### config.mk
export PLATFORM = sky130hd
export DESIGN_NAME = dpc_top
export DESIGN_NICKNAME = d
export VERILOG_FILES = /design/src/hdl/dpc_pkg.sv /design/src/hdl/dpc_link_if.sv /design/src/hdl/dpc_top.sv /design/src/hdl/dpc_guard.sv /design/src/hdl/dpc_timeout.sv
export VERILOG_INCLUDE_DIRS = /design/src /design/src/hdl
export SDC_FILE = /design/constraint.sdc
export NUM_CORES = 1
export LEC_CHECK = 0
export BUFFER_PORTS_ARGS = -buffer_cell sky130_fd_sc_hd__buf_4
export CELL_PAD_IN_SITES_DETAIL_PLACEMENT = 2
export CELL_PAD_IN_SITES_GLOBAL_PLACEMENT = 2
export CORE_AREA = 2 2 136 72
export CTS_CLUSTER_SIZE = 40
export DETAILED_ROUTE_END_ITERATION = 10
export DIE_AREA = 0 0 138 74
export PLACE_DENSITY_LB_ADDON = 0.1
export SYNTH_ARGS = -nofsm -noshare
export SYNTH_HDL_FRONTEND = slang
export SYNTH_SLANG_ARGS = --single-unit
export TNS_END_PERCENT = 1
### constraint.sdc
create_clock -name ref_clk -period 3.6 [get_ports ref_clk]
set_input_delay 0.72 -clock ref_clk [delete_from_list [all_inputs] [get_ports ref_clk]]
set_output_delay 0.72 -clock ref_clk [all_outputs]
set_load 0.03 [all_outputs]
### src/hdl/dpc_defines.svh
// Constants of the debug port control and status block.
// Assumes inclusion by bare name from every design file that needs it.
// Summary of operation
// - Registers reachable only by debug link port
// - Upper nibble of first status holds revision
// - Error code loads on error, clears on read
// - Codes: parity 1, frame 2, clock recovery 4
// - Codes: timeout 3, bus 6, contention 7
// - Gap bit adds two idle bits between bytes
// - Parity off bit masks parity errors
// - Response timeout flagged unless check disabled
// - Reply off bit suppresses response signatures
// - Turnaround guard of 128 down to 2 cycles
// - Negative reply bit suppresses reset NACK
// - Collision checking runs while its bit clear
// - Interface off write resets configuration and keys
// - Program key set on decode, cleared on start
// - Erase key flag cleared by reset request
// - 0x59 asserts system reset, 0x00 releases it
// - System reset leaves this interface untouched
// - Clock choice 1,2,3 is 16,8,4 MHz
// - Commit bit starts row write, needs row key
// - Clock hold set on enable, cleared on off
// - Reserved bits read as zero
`ifndef DPC_DEFINES_SVH
`define DPC_DEFINES_SVH
`define DPC_OFS_REV     4'h0
`define DPC_OFS_ERR     4'h1
`define DPC_OFS_OPT     4'h2
`define DPC_OFS_DIS     4'h3
`define DPC_OFS_KEY     4'h7
`define DPC_OFS_RST     4'h8
`define DPC_OFS_CLK     4'h9
`define DPC_OFS_SYS     4'hA
`define DPC_B_GAP       7
`define DPC_B_PAR       5
`define DPC_B_TMO       4
`define DPC_B_RPLY      3
`define DPC_B_NACK      4
`define DPC_B_CCD       3
`define DPC_B_OFF       2
`define DPC_B_ROWK      5
`define DPC_B_PROGK     4
`define DPC_B_ERAK      3
`define DPC_B_COMMIT    1
`define DPC_B_CLKH      0
`define DPC_OPT_MASK    8'hBF
`define DPC_RST_BYTE    8'h00
`define DPC_RST_CLKSEL  2'h3
`define DPC_CLKSEL_RSVD 2'h0
`define DPC_ERR_NONE    3'h0
`define DPC_ERR_PAR     3'h1
`define DPC_ERR_FRAME   3'h2
`define DPC_ERR_TMO     3'h3
`define DPC_ERR_CLKREC  3'h4
`define DPC_ERR_BUS     3'h6
`define DPC_ERR_CONT    3'h7
`define DPC_RESET_ON    8'h59
`define DPC_RESET_OFF   8'h00
`define DPC_GUARD_RSVD  3'h7
`define DPC_GUARD_MAX   8'h80
`define DPC_TIMEOUT_CYC 65536
`endif

### src/hdl/dpc_pkg.sv
// Types shared by the debug port control and status block.
// Assumes the defines header is compiled alongside.
package dpc_pkg;
    typedef logic [3:0] dpc_addr_t;
    typedef logic [7:0] dpc_byte_t;
    typedef logic [2:0] dpc_err_t;
    typedef enum logic {DPC_G_IDLE, DPC_G_COUNT} dpc_guard_e;
endpackage : dpc_pkg

### src/hdl/dpc_link_if.sv
// Carrier between the control top and its two timing helpers.
// Assumes all members are driven on the ref_clk domain.
`timescale 1ns/1ps
interface dpc_link_if;
    logic [2:0] guard_sel;
    logic       turn_req;
    logic       turn_done;
    logic       bus_req;
    logic       bus_resp;
    logic       tmo_off;
    logic       tmo_hit;
    logic       soft_clr;
    modport ctl   (output guard_sel, turn_req, bus_req, bus_resp,
                   output tmo_off, soft_clr, input turn_done, tmo_hit);
    modport guard (input guard_sel, turn_req, soft_clr, output turn_done);
    modport tmo   (input bus_req, bus_resp, tmo_off, soft_clr,
                   output tmo_hit);
endinterface : dpc_link_if

### src/hdl/dpc_top.sv
// Control and status register set of the single-pin debug port.
// Assumes link-side logic on ref_clk drives the request and event pulses.
`timescale 1ns/1ps
`include "dpc_defines.svh"
module dpc_top #(
    parameter int         TIMEOUT_CYCLES = `DPC_TIMEOUT_CYC,
    // Revision value is arbitrary
    parameter logic [3:0] REVISION       = 4'h1
) (
    input  wire logic              ref_clk,
    input  wire logic              resetn,
    input  wire logic              reg_wr,
    input  wire logic              reg_rd,
    input  wire dpc_pkg::dpc_addr_t reg_addr,
    input  wire dpc_pkg::dpc_byte_t reg_wdata,
    output      dpc_pkg::dpc_byte_t reg_rdata,
    input  wire logic              err_parity,
    input  wire logic              err_frame,
    input  wire logic              err_clock_recovery,
    input  wire logic              err_bus,
    input  wire logic              err_contention,
    input  wire logic              bus_req,
    input  wire logic              bus_resp,
    input  wire logic              turn_req,
    output      logic              turn_done,
    input  wire logic              key_prog_hit,
    input  wire logic              key_erase_hit,
    input  wire logic              key_row_hit,
    input  wire logic              prog_started,
    input  wire logic              link_enable,
    output      logic              phy_on,
    output      logic              inter_byte_gap_on,
    output      logic              parity_check_off,
    output      logic              reply_signature_off,
    output      logic              negative_reply_off,
    output      logic              collision_check_off,
    output      logic [1:0]        link_clock_choice,
    output      logic              system_clock_hold,
    output      logic              system_reset,
    output      logic              config_row_commit
);
    import dpc_pkg::*;

    // ****************************************************
    // Reset release
    // ****************************************************
    logic rst_meta_ff;
    logic rst_n_ff;

    always_ff @(posedge ref_clk or negedge resetn) begin
        if (!resetn) begin
            rst_meta_ff <= 1'b0;
            rst_n_ff    <= 1'b0;
        end else begin
            rst_meta_ff <= 1'b1;
            rst_n_ff    <= rst_meta_ff;
        end
    end

    // ****************************************************
    // State and decode
    // ****************************************************
    dpc_byte_t  opt_ff;
    logic [1:0] dis_ff;
    logic       off_ff;
    dpc_err_t   err_ff;
    dpc_err_t   evt_code;
    logic       prog_key_ff;
    logic       erase_key_ff;
    logic       row_key_ff;
    dpc_byte_t  rst_code_ff;
    logic [1:0] clk_sel_ff;
    logic       clk_hold_ff;
    logic       commit_ff;
    dpc_byte_t  rdata_ff;
    dpc_byte_t  rd_val;
    logic       wr_ok;
    logic       wr_opt;
    logic       wr_dis;
    logic       wr_key;
    logic       wr_rst;
    logic       wr_clk;
    logic       wr_sys;
    logic       go_off;
    logic       rd_err;
    logic       rst_on_wr;

    // Only the debug link port reaches these registers
    assign wr_ok  = reg_wr && !off_ff;
    assign wr_opt = wr_ok && (reg_addr == `DPC_OFS_OPT);
    assign wr_dis = wr_ok && (reg_addr == `DPC_OFS_DIS);
    assign wr_key = wr_ok && (reg_addr == `DPC_OFS_KEY);
    assign wr_rst = wr_ok && (reg_addr == `DPC_OFS_RST);
    assign wr_clk = wr_ok && (reg_addr == `DPC_OFS_CLK);
    assign wr_sys = wr_ok && (reg_addr == `DPC_OFS_SYS);
    assign go_off = wr_dis && reg_wdata[`DPC_B_OFF];
    assign rd_err = reg_rd && (reg_addr == `DPC_OFS_ERR);
    assign rst_on_wr = wr_rst && (reg_wdata == `DPC_RESET_ON);

    // ****************************************************
    // Timing helpers
    // ****************************************************
    dpc_link_if lk ();

    assign lk.guard_sel = opt_ff[2:0];
    assign lk.turn_req  = turn_req && !off_ff;
    assign lk.bus_req   = bus_req && !off_ff;
    assign lk.bus_resp  = bus_resp;
    assign lk.tmo_off   = opt_ff[`DPC_B_TMO] || off_ff;
    assign lk.soft_clr  = go_off;
    assign turn_done    = lk.turn_done;

    dpc_guard u_guard (
        .clk   (ref_clk),
        .rst_n (rst_n_ff),
        .lk    (lk)
    );

    dpc_timeout #(
        .TIMEOUT_CYCLES (TIMEOUT_CYCLES)
    ) u_timeout (
        .clk   (ref_clk),
        .rst_n (rst_n_ff),
        .lk    (lk)
    );

    // ****************************************************
    // Interface enable
    // ****************************************************
    always_ff @(posedge ref_clk) begin
        if (!rst_n_ff) begin
            off_ff <= 1'b0;
        end else if (go_off) begin
            off_ff <= 1'b1;
        end else if (link_enable) begin
            off_ff <= 1'b0;
        end
    end

    // ****************************************************
    // Link options
    // ****************************************************
    always_ff @(posedge ref_clk) begin
        if (!rst_n_ff || go_off) begin
            opt_ff <= `DPC_RST_BYTE;
            dis_ff <= 2'h0;
        end else begin
            if (wr_opt) begin
                opt_ff <= reg_wdata & `DPC_OPT_MASK;
            end
            if (wr_dis) begin
                dis_ff <= reg_wdata[`DPC_B_NACK:`DPC_B_CCD];
            end
        end
    end

    assign inter_byte_gap_on   = opt_ff[`DPC_B_GAP];
    assign parity_check_off    = opt_ff[`DPC_B_PAR];
    assign reply_signature_off = opt_ff[`DPC_B_RPLY];
    assign negative_reply_off  = dis_ff[1];
    assign collision_check_off = dis_ff[0];
    assign phy_on              = !off_ff;

    // ****************************************************
    // Error signature
    // ****************************************************
    always_comb begin
        evt_code = `DPC_ERR_NONE;
        if (off_ff) begin
            evt_code = `DPC_ERR_NONE;
        end else if (err_contention && !dis_ff[0]) begin
            evt_code = `DPC_ERR_CONT;
        end else if (err_bus) begin
            evt_code = `DPC_ERR_BUS;
        end else if (err_clock_recovery) begin
            evt_code = `DPC_ERR_CLKREC;
        end else if (lk.tmo_hit) begin
            evt_code = `DPC_ERR_TMO;
        end else if (err_frame) begin
            evt_code = `DPC_ERR_FRAME;
        end else if (err_parity && !opt_ff[`DPC_B_PAR]) begin
            evt_code = `DPC_ERR_PAR;
        end
    end

    always_ff @(posedge ref_clk) begin
        if (!rst_n_ff || go_off) begin
            err_ff <= `DPC_ERR_NONE;
        end else if (evt_code != `DPC_ERR_NONE) begin
            err_ff <= evt_code;
        end else if (rd_err) begin
            err_ff <= `DPC_ERR_NONE;
        end
    end

    // ****************************************************
    // Key status
    // ****************************************************
    always_ff @(posedge ref_clk) begin
        if (!rst_n_ff || go_off) begin
            prog_key_ff  <= 1'b0;
            erase_key_ff <= 1'b0;
            row_key_ff   <= 1'b0;
        end else begin
            if (key_prog_hit && !off_ff) begin
                prog_key_ff <= 1'b1;
            end else if (prog_started) begin
                prog_key_ff <= 1'b0;
            end
            if (key_erase_hit && !off_ff) begin
                erase_key_ff <= 1'b1;
            end else if (rst_on_wr) begin
                erase_key_ff <= 1'b0;
            end
            if (key_row_hit && !off_ff) begin
                row_key_ff <= 1'b1;
            end else if (wr_key && reg_wdata[`DPC_B_ROWK]) begin
                row_key_ff <= 1'b0;
            end
        end
    end

    // ****************************************************
    // System reset request
    // ****************************************************
    // The interface's own state sits on rst_n_ff only
    always_ff @(posedge ref_clk) begin
        if (!rst_n_ff) begin
            rst_code_ff <= `DPC_RESET_OFF;
        end else if (rst_on_wr) begin
            rst_code_ff <= `DPC_RESET_ON;
        end else if (wr_rst && (reg_wdata == `DPC_RESET_OFF)) begin
            rst_code_ff <= `DPC_RESET_OFF;
        end
    end

    assign system_reset = (rst_code_ff == `DPC_RESET_ON);

    // ****************************************************
    // Clock select and system control
    // ****************************************************
    always_ff @(posedge ref_clk) begin
        if (!rst_n_ff || go_off || link_enable) begin
            clk_sel_ff <= `DPC_RST_CLKSEL;
        end else if (wr_clk && (reg_wdata[1:0] != `DPC_CLKSEL_RSVD)) begin
            clk_sel_ff <= reg_wdata[1:0];
        end
    end

    assign link_clock_choice = clk_sel_ff;

    always_ff @(posedge ref_clk) begin
        if (!rst_n_ff || go_off) begin
            clk_hold_ff <= 1'b0;
        end else if (link_enable) begin
            clk_hold_ff <= 1'b1;
        end else if (wr_sys) begin
            clk_hold_ff <= reg_wdata[`DPC_B_CLKH];
        end
    end

    always_ff @(posedge ref_clk) begin
        if (!rst_n_ff) begin
            commit_ff <= 1'b0;
        end else begin
            commit_ff <= wr_sys && reg_wdata[`DPC_B_COMMIT]
                         && row_key_ff;
        end
    end

    assign system_clock_hold = clk_hold_ff;
    assign config_row_commit = commit_ff;

    // ****************************************************
    // Read path
    // ****************************************************
    always_comb begin
        rd_val = `DPC_RST_BYTE;
        case (reg_addr)
            `DPC_OFS_REV: rd_val = {REVISION, 4'h0};
            `DPC_OFS_ERR: rd_val = {5'h00, err_ff};
            `DPC_OFS_OPT: rd_val = opt_ff;
            `DPC_OFS_DIS: rd_val = {3'h0, dis_ff, off_ff, 2'h0};
            `DPC_OFS_KEY: rd_val = {2'h0, row_key_ff, prog_key_ff,
                                    erase_key_ff, 3'h0};
            `DPC_OFS_RST: rd_val = rst_code_ff;
            `DPC_OFS_CLK: rd_val = {6'h00, clk_sel_ff};
            `DPC_OFS_SYS: rd_val = {7'h00, clk_hold_ff};
            default:      rd_val = `DPC_RST_BYTE;
        endcase
    end

    always_ff @(posedge ref_clk) begin
        if (!rst_n_ff) begin
            rdata_ff <= `DPC_RST_BYTE;
        end else if (reg_rd) begin
            rdata_ff <= rd_val;
        end
    end

    assign reg_rdata = rdata_ff;
endmodule : dpc_top

### src/hdl/dpc_guard.sv
// Turnaround guard timer of the debug port.
// Assumes a synchronous reset copy and single-cycle requests.
`timescale 1ns/1ps
`include "dpc_defines.svh"
module dpc_guard (
    input wire logic clk,
    input wire logic rst_n,
    dpc_link_if.guard lk
);
    import dpc_pkg::*;
    dpc_guard_e state_ff;
    logic [7:0] cnt_ff;
    logic [7:0] load_val;

    always_comb begin
        if (lk.guard_sel == `DPC_GUARD_RSVD) begin
            load_val = `DPC_GUARD_MAX;
        end else begin
            load_val = `DPC_GUARD_MAX >> lk.guard_sel;
        end
    end

    always_ff @(posedge clk) begin
        if (!rst_n || lk.soft_clr) begin
            state_ff <= DPC_G_IDLE;
            cnt_ff   <= 8'h00;
        end else begin
            case (state_ff)
                DPC_G_IDLE: begin
                    if (lk.turn_req) begin
                        cnt_ff   <= load_val;
                        state_ff <= DPC_G_COUNT;
                    end
                end
                DPC_G_COUNT: begin
                    cnt_ff <= cnt_ff - 8'h01;
                    if (cnt_ff == 8'h01) begin
                        state_ff <= DPC_G_IDLE;
                    end
                end
                default: state_ff <= DPC_G_IDLE;
            endcase
        end
    end

    assign lk.turn_done = (state_ff == DPC_G_COUNT) && (cnt_ff == 8'h01);
endmodule : dpc_guard

### src/hdl/dpc_timeout.sv
// Access response time-out counter of the debug port.
// Assumes single-cycle request and response pulses on one clock.
`timescale 1ns/1ps
`include "dpc_defines.svh"
module dpc_timeout #(
    parameter int TIMEOUT_CYCLES = `DPC_TIMEOUT_CYC
) (
    input wire logic clk,
    input wire logic rst_n,
    dpc_link_if.tmo  lk
);
    import dpc_pkg::*;
    localparam logic [16:0] LAST = 17'(TIMEOUT_CYCLES - 1);
    logic        run_ff;
    logic [16:0] cnt_ff;

    always_ff @(posedge clk) begin
        if (!rst_n || lk.soft_clr || lk.tmo_off) begin
            run_ff <= 1'b0;
            cnt_ff <= 17'h00000;
        end else if (lk.bus_req) begin
            run_ff <= 1'b1;
            cnt_ff <= 17'h00000;
        end else if (lk.bus_resp || lk.tmo_hit) begin
            run_ff <= 1'b0;
        end else if (run_ff) begin
            cnt_ff <= cnt_ff + 17'h00001;
        end
    end

    assign lk.tmo_hit = run_ff && (cnt_ff == LAST) && !lk.bus_resp
                        && !lk.bus_req && !lk.tmo_off;
endmodule : dpc_timeout

==> reports/results.ini <==
[setup_path]
worstPathArrival_ns = 3.28
worstPathMaxFanout = 11
criticalPathCategory = reg -> reg
critPathRequiredTime_ns = 3.78
cp-startpoint = u_timeout.cnt_ff[7]
r2r-start = u_timeout.cnt_ff[7]
critPathLaunchType = register
critPathCaptureType = register

[die]
pin_count = 49
start_util = 0.319
core-area_sq_mm = 0.00907
die_w_um = 138
rows = 25
die_area_sq_mm = 0.0102
chipHeight_um = 74

[place]
io_buffers = 48
hpwl_mm = 8.21
gp_congestion = 0.800
dpl_cell_area_sq_mm = 0.00339

[clocking]
cts-root-buf = clkbuf_16
htreeDepth = 3
clock-sinks = 58
cts_buffers = 9
cts_tree = done
clock_path_buffers = 2
clkTransAtPathRegs_ns = 0.05
cts_hold_buffers = 0
worstSkewPairLatency_ns = 0.33

[synth]
postSynthCellCount = 351
synth_seq_area_share = 0.404
ys_async_sr_fraction = 0.0345
synth_nets = 384
syn_avg_cell_area_sq_um = 8.25
synth.area.top_cells = dfxtp_1, a21oi_1, nand3_1
synth_edf_count = 0
ys_warn_count = 0
synthDistinctLibCells = 58
ys_ff_latch = 58
synth-main-ff-cell = dfxtp_1
yosysTopAreaCellShare = 0.387
syn_area_sq_mm = 0.00290
yosysTopAreaCell = dfxtp_1

[timing]
tightest_slew_ns = 0.729
drv_slew = 0
finalHoldViolCount = 0
setup_tns_ns = 0
setup-violations-final = 0
post-route-min-period_ns = 3.10
fin_crit_sh = 0.860
fmax_mhz = 323
skew_ns = 0.00584
rsz0062_at_grt = false
relSlewSlack = 0.513

[power_and_ir_drop]
power.share.clock = 0.487
swShare = 0.249
ir_drop_mv = 0.215
p_int_uw = 1250
combPwrFrac = 0.104
power_uw = 1670
seq_power_share = 0.409
powerDensity_mw_per_mm2 = 454
cellLeakagePower_uw = 0.00135
p_sw_uw = 415

[global_routing]
grt_max_degree = 18
grt_pass1_wl_mm = 17.2
grt_usage = 0.221
overflow = 0
grt_pass1_vias = 3024
antenna_found_initial = 0

[detailed_routing]
drt_iter0_drc = 188
wl_mm = 10.8
first_pass_iters = 4
avgViaCountPerCell = 5.52
drc = 0
wl_per_cell_um = 20.6
vias = 2896
antenna_left = 0

[finish]
finish.net_count = 432
syn2layout_area_growth_pct = 26.8
fillCellCount = 1024
num_antenna_cells = 0
finalInstanceArea_sq_mm = 0.00367
drive_above_1_share = 0.203
utilization = 0.405

[job]
cap_viol_max_count = 0

[status]
status = complete, no violations

[min_path]
min_path_type = in -> async

==> final timing paths <==
kind	end	slack, ns	cells after the start
worst min register to register	rst_n_ff	0.35	0
min in group ref_clk	rst_n_ff	0.35	0
worst min-delay path	rst_n_ff	0.17	1
max in group asynchronous	rst_meta_ff	3.35	1
worst max-delay path	err_ff[2]	0.50	9
worst max register to register	err_ff[2]	0.50	9
==> logic make-up after synthesis <==
group | synth area share
and+or+nand+nor | 0.291
AOI/OAI and AO/OA | 0.198
DFF | 0.404
buffers and inverters | 0.0441
muxes | 0.0294
xor gates and xnor gates | 0.0151
adders and majority gates | 0.0173
other | 0.00129
==> registers in the layout (all words and copies together) (netlist names), 2 cells and up <==
| register | count |
|---|---|
| err_ff | 3 |
| reg_rdata | 8 |
| link_clock_choice | 2 |
| u_timeout.cnt_ff | 17 |
| opt_ff | 7 |
| u_guard.cnt_ff | 8 |
| dis_ff | 2 |
==> stage by stage <==
step	cells	hold WS, ns	worst slack (ns)
floorplan	351	0.331	0.949
global placement	509	0.342	0.702
CTS	525	0.156	0.398
detailed placement	509	0.341	0.500
finish	525	0.168	0.503
global route	525	0.158	0.167
==> Yosys cell counts (2+ instances only) <==
library cell and number:
dfxtp_1 56, a21oi_1 33, nand3_1 27, nand2_1 26, nor2_1 23, o21ai_0 22, inv_1 16, clkbuf_1 13
nor3_1 9, or4_1 9, a22oi_1 7, and3_1 7, nor2b_1 7, nand4_1 6, nor3b_1 6, o31ai_1 6
or3_1 6, a31oi_1 4, ha_1 4, mux2_2 4, mux2i_1 4, nor4_1 4, nor4b_1 4, xnor2_1 4
buf_2 3, or2_2 3, a211oi_1 2, a2bb2oi_1 2, and2_1 2, dfrtp_1 2, nand2b_1 2, o2111ai_1 2
==> layout by cell type, fill, tap and decap left out, types with 3 or more instances in the layout <==
cell / n
a21oi_1: 33
a22oi_1: 7
a31oi_1: 4
and3_1: 7
buf_4: 53
clkbuf_16: 9
clkbuf_8: 3
dfxtp_1: 56
ha_1: 4
inv_1: 16
mux2_2: 4
mux2i_1: 4
nand2_1: 26
nand3_1: 27
nand4_1: 6
nor2_1: 23
nor2b_1: 7
nor3_1: 9
nor3b_1: 6
nor4_1: 4
nor4b_1: 3
o21ai_0: 22
o31ai_1: 6
or2_2: 3
or3_1: 6
or4_1: 9
xnor2_1: 4
==> worst max-delay path, cell delays in order, from the launching register on <==
cell       delay [ns]
dfxtp_1          0.38
nand4_1          0.17
or2_2            0.41
nor4_1           0.27
and2_1           0.16
ha_1             0.16
nor4b_4          0.52
a2111oi_0        0.28
o311ai_1         0.47
o32ai_1          0.14
==> per-layer routing <==
| layer | vias to the layer above | part of all wire | GRT usage |
|---|---|---|---|
| met5 | - | 0 | 0 |
| met4 | 0 | 0.0040 | 0.0522 |
| met3 | 4 | 0.056 | 0.0522 |
| met2 | 69 | 0.40 | 0.320 |
| met1 | 1433 | 0.54 | 0.333 |
| li1 | 1390 | - | - |
==> cell type report <==
type,count,area [sq um],share of cell area
tap,121,151,0.0412
timing repair buffer,53,398,0.108
clock inverter,2,10.0,0.00273
multi-input combinational,260,1600,0.437
inverter,17,63.8,0.0174
sequential,58,1170,0.319
clock buffer,14,274,0.0746
==> what timing repair did <==
item / 4_1_cts / 5_1_grt
buffers inserted: 0 / 0
hold endpoints to repair: 0 / 0
gates resized for setup: 0 / 1
setup endpoints to repair: 0 / 1
==> power groups by stage <==
stage                     combinational (uW)  clock [uW]  sequential [uW]
after floorplan                         94.5           0              690
after global placement                   167           0              695
after detailed placement                 172           0              695
after CTS                                173         829              682
after global routing                     193         851              685
final                                    173         812              682
(Power assumes the default switching activity.)
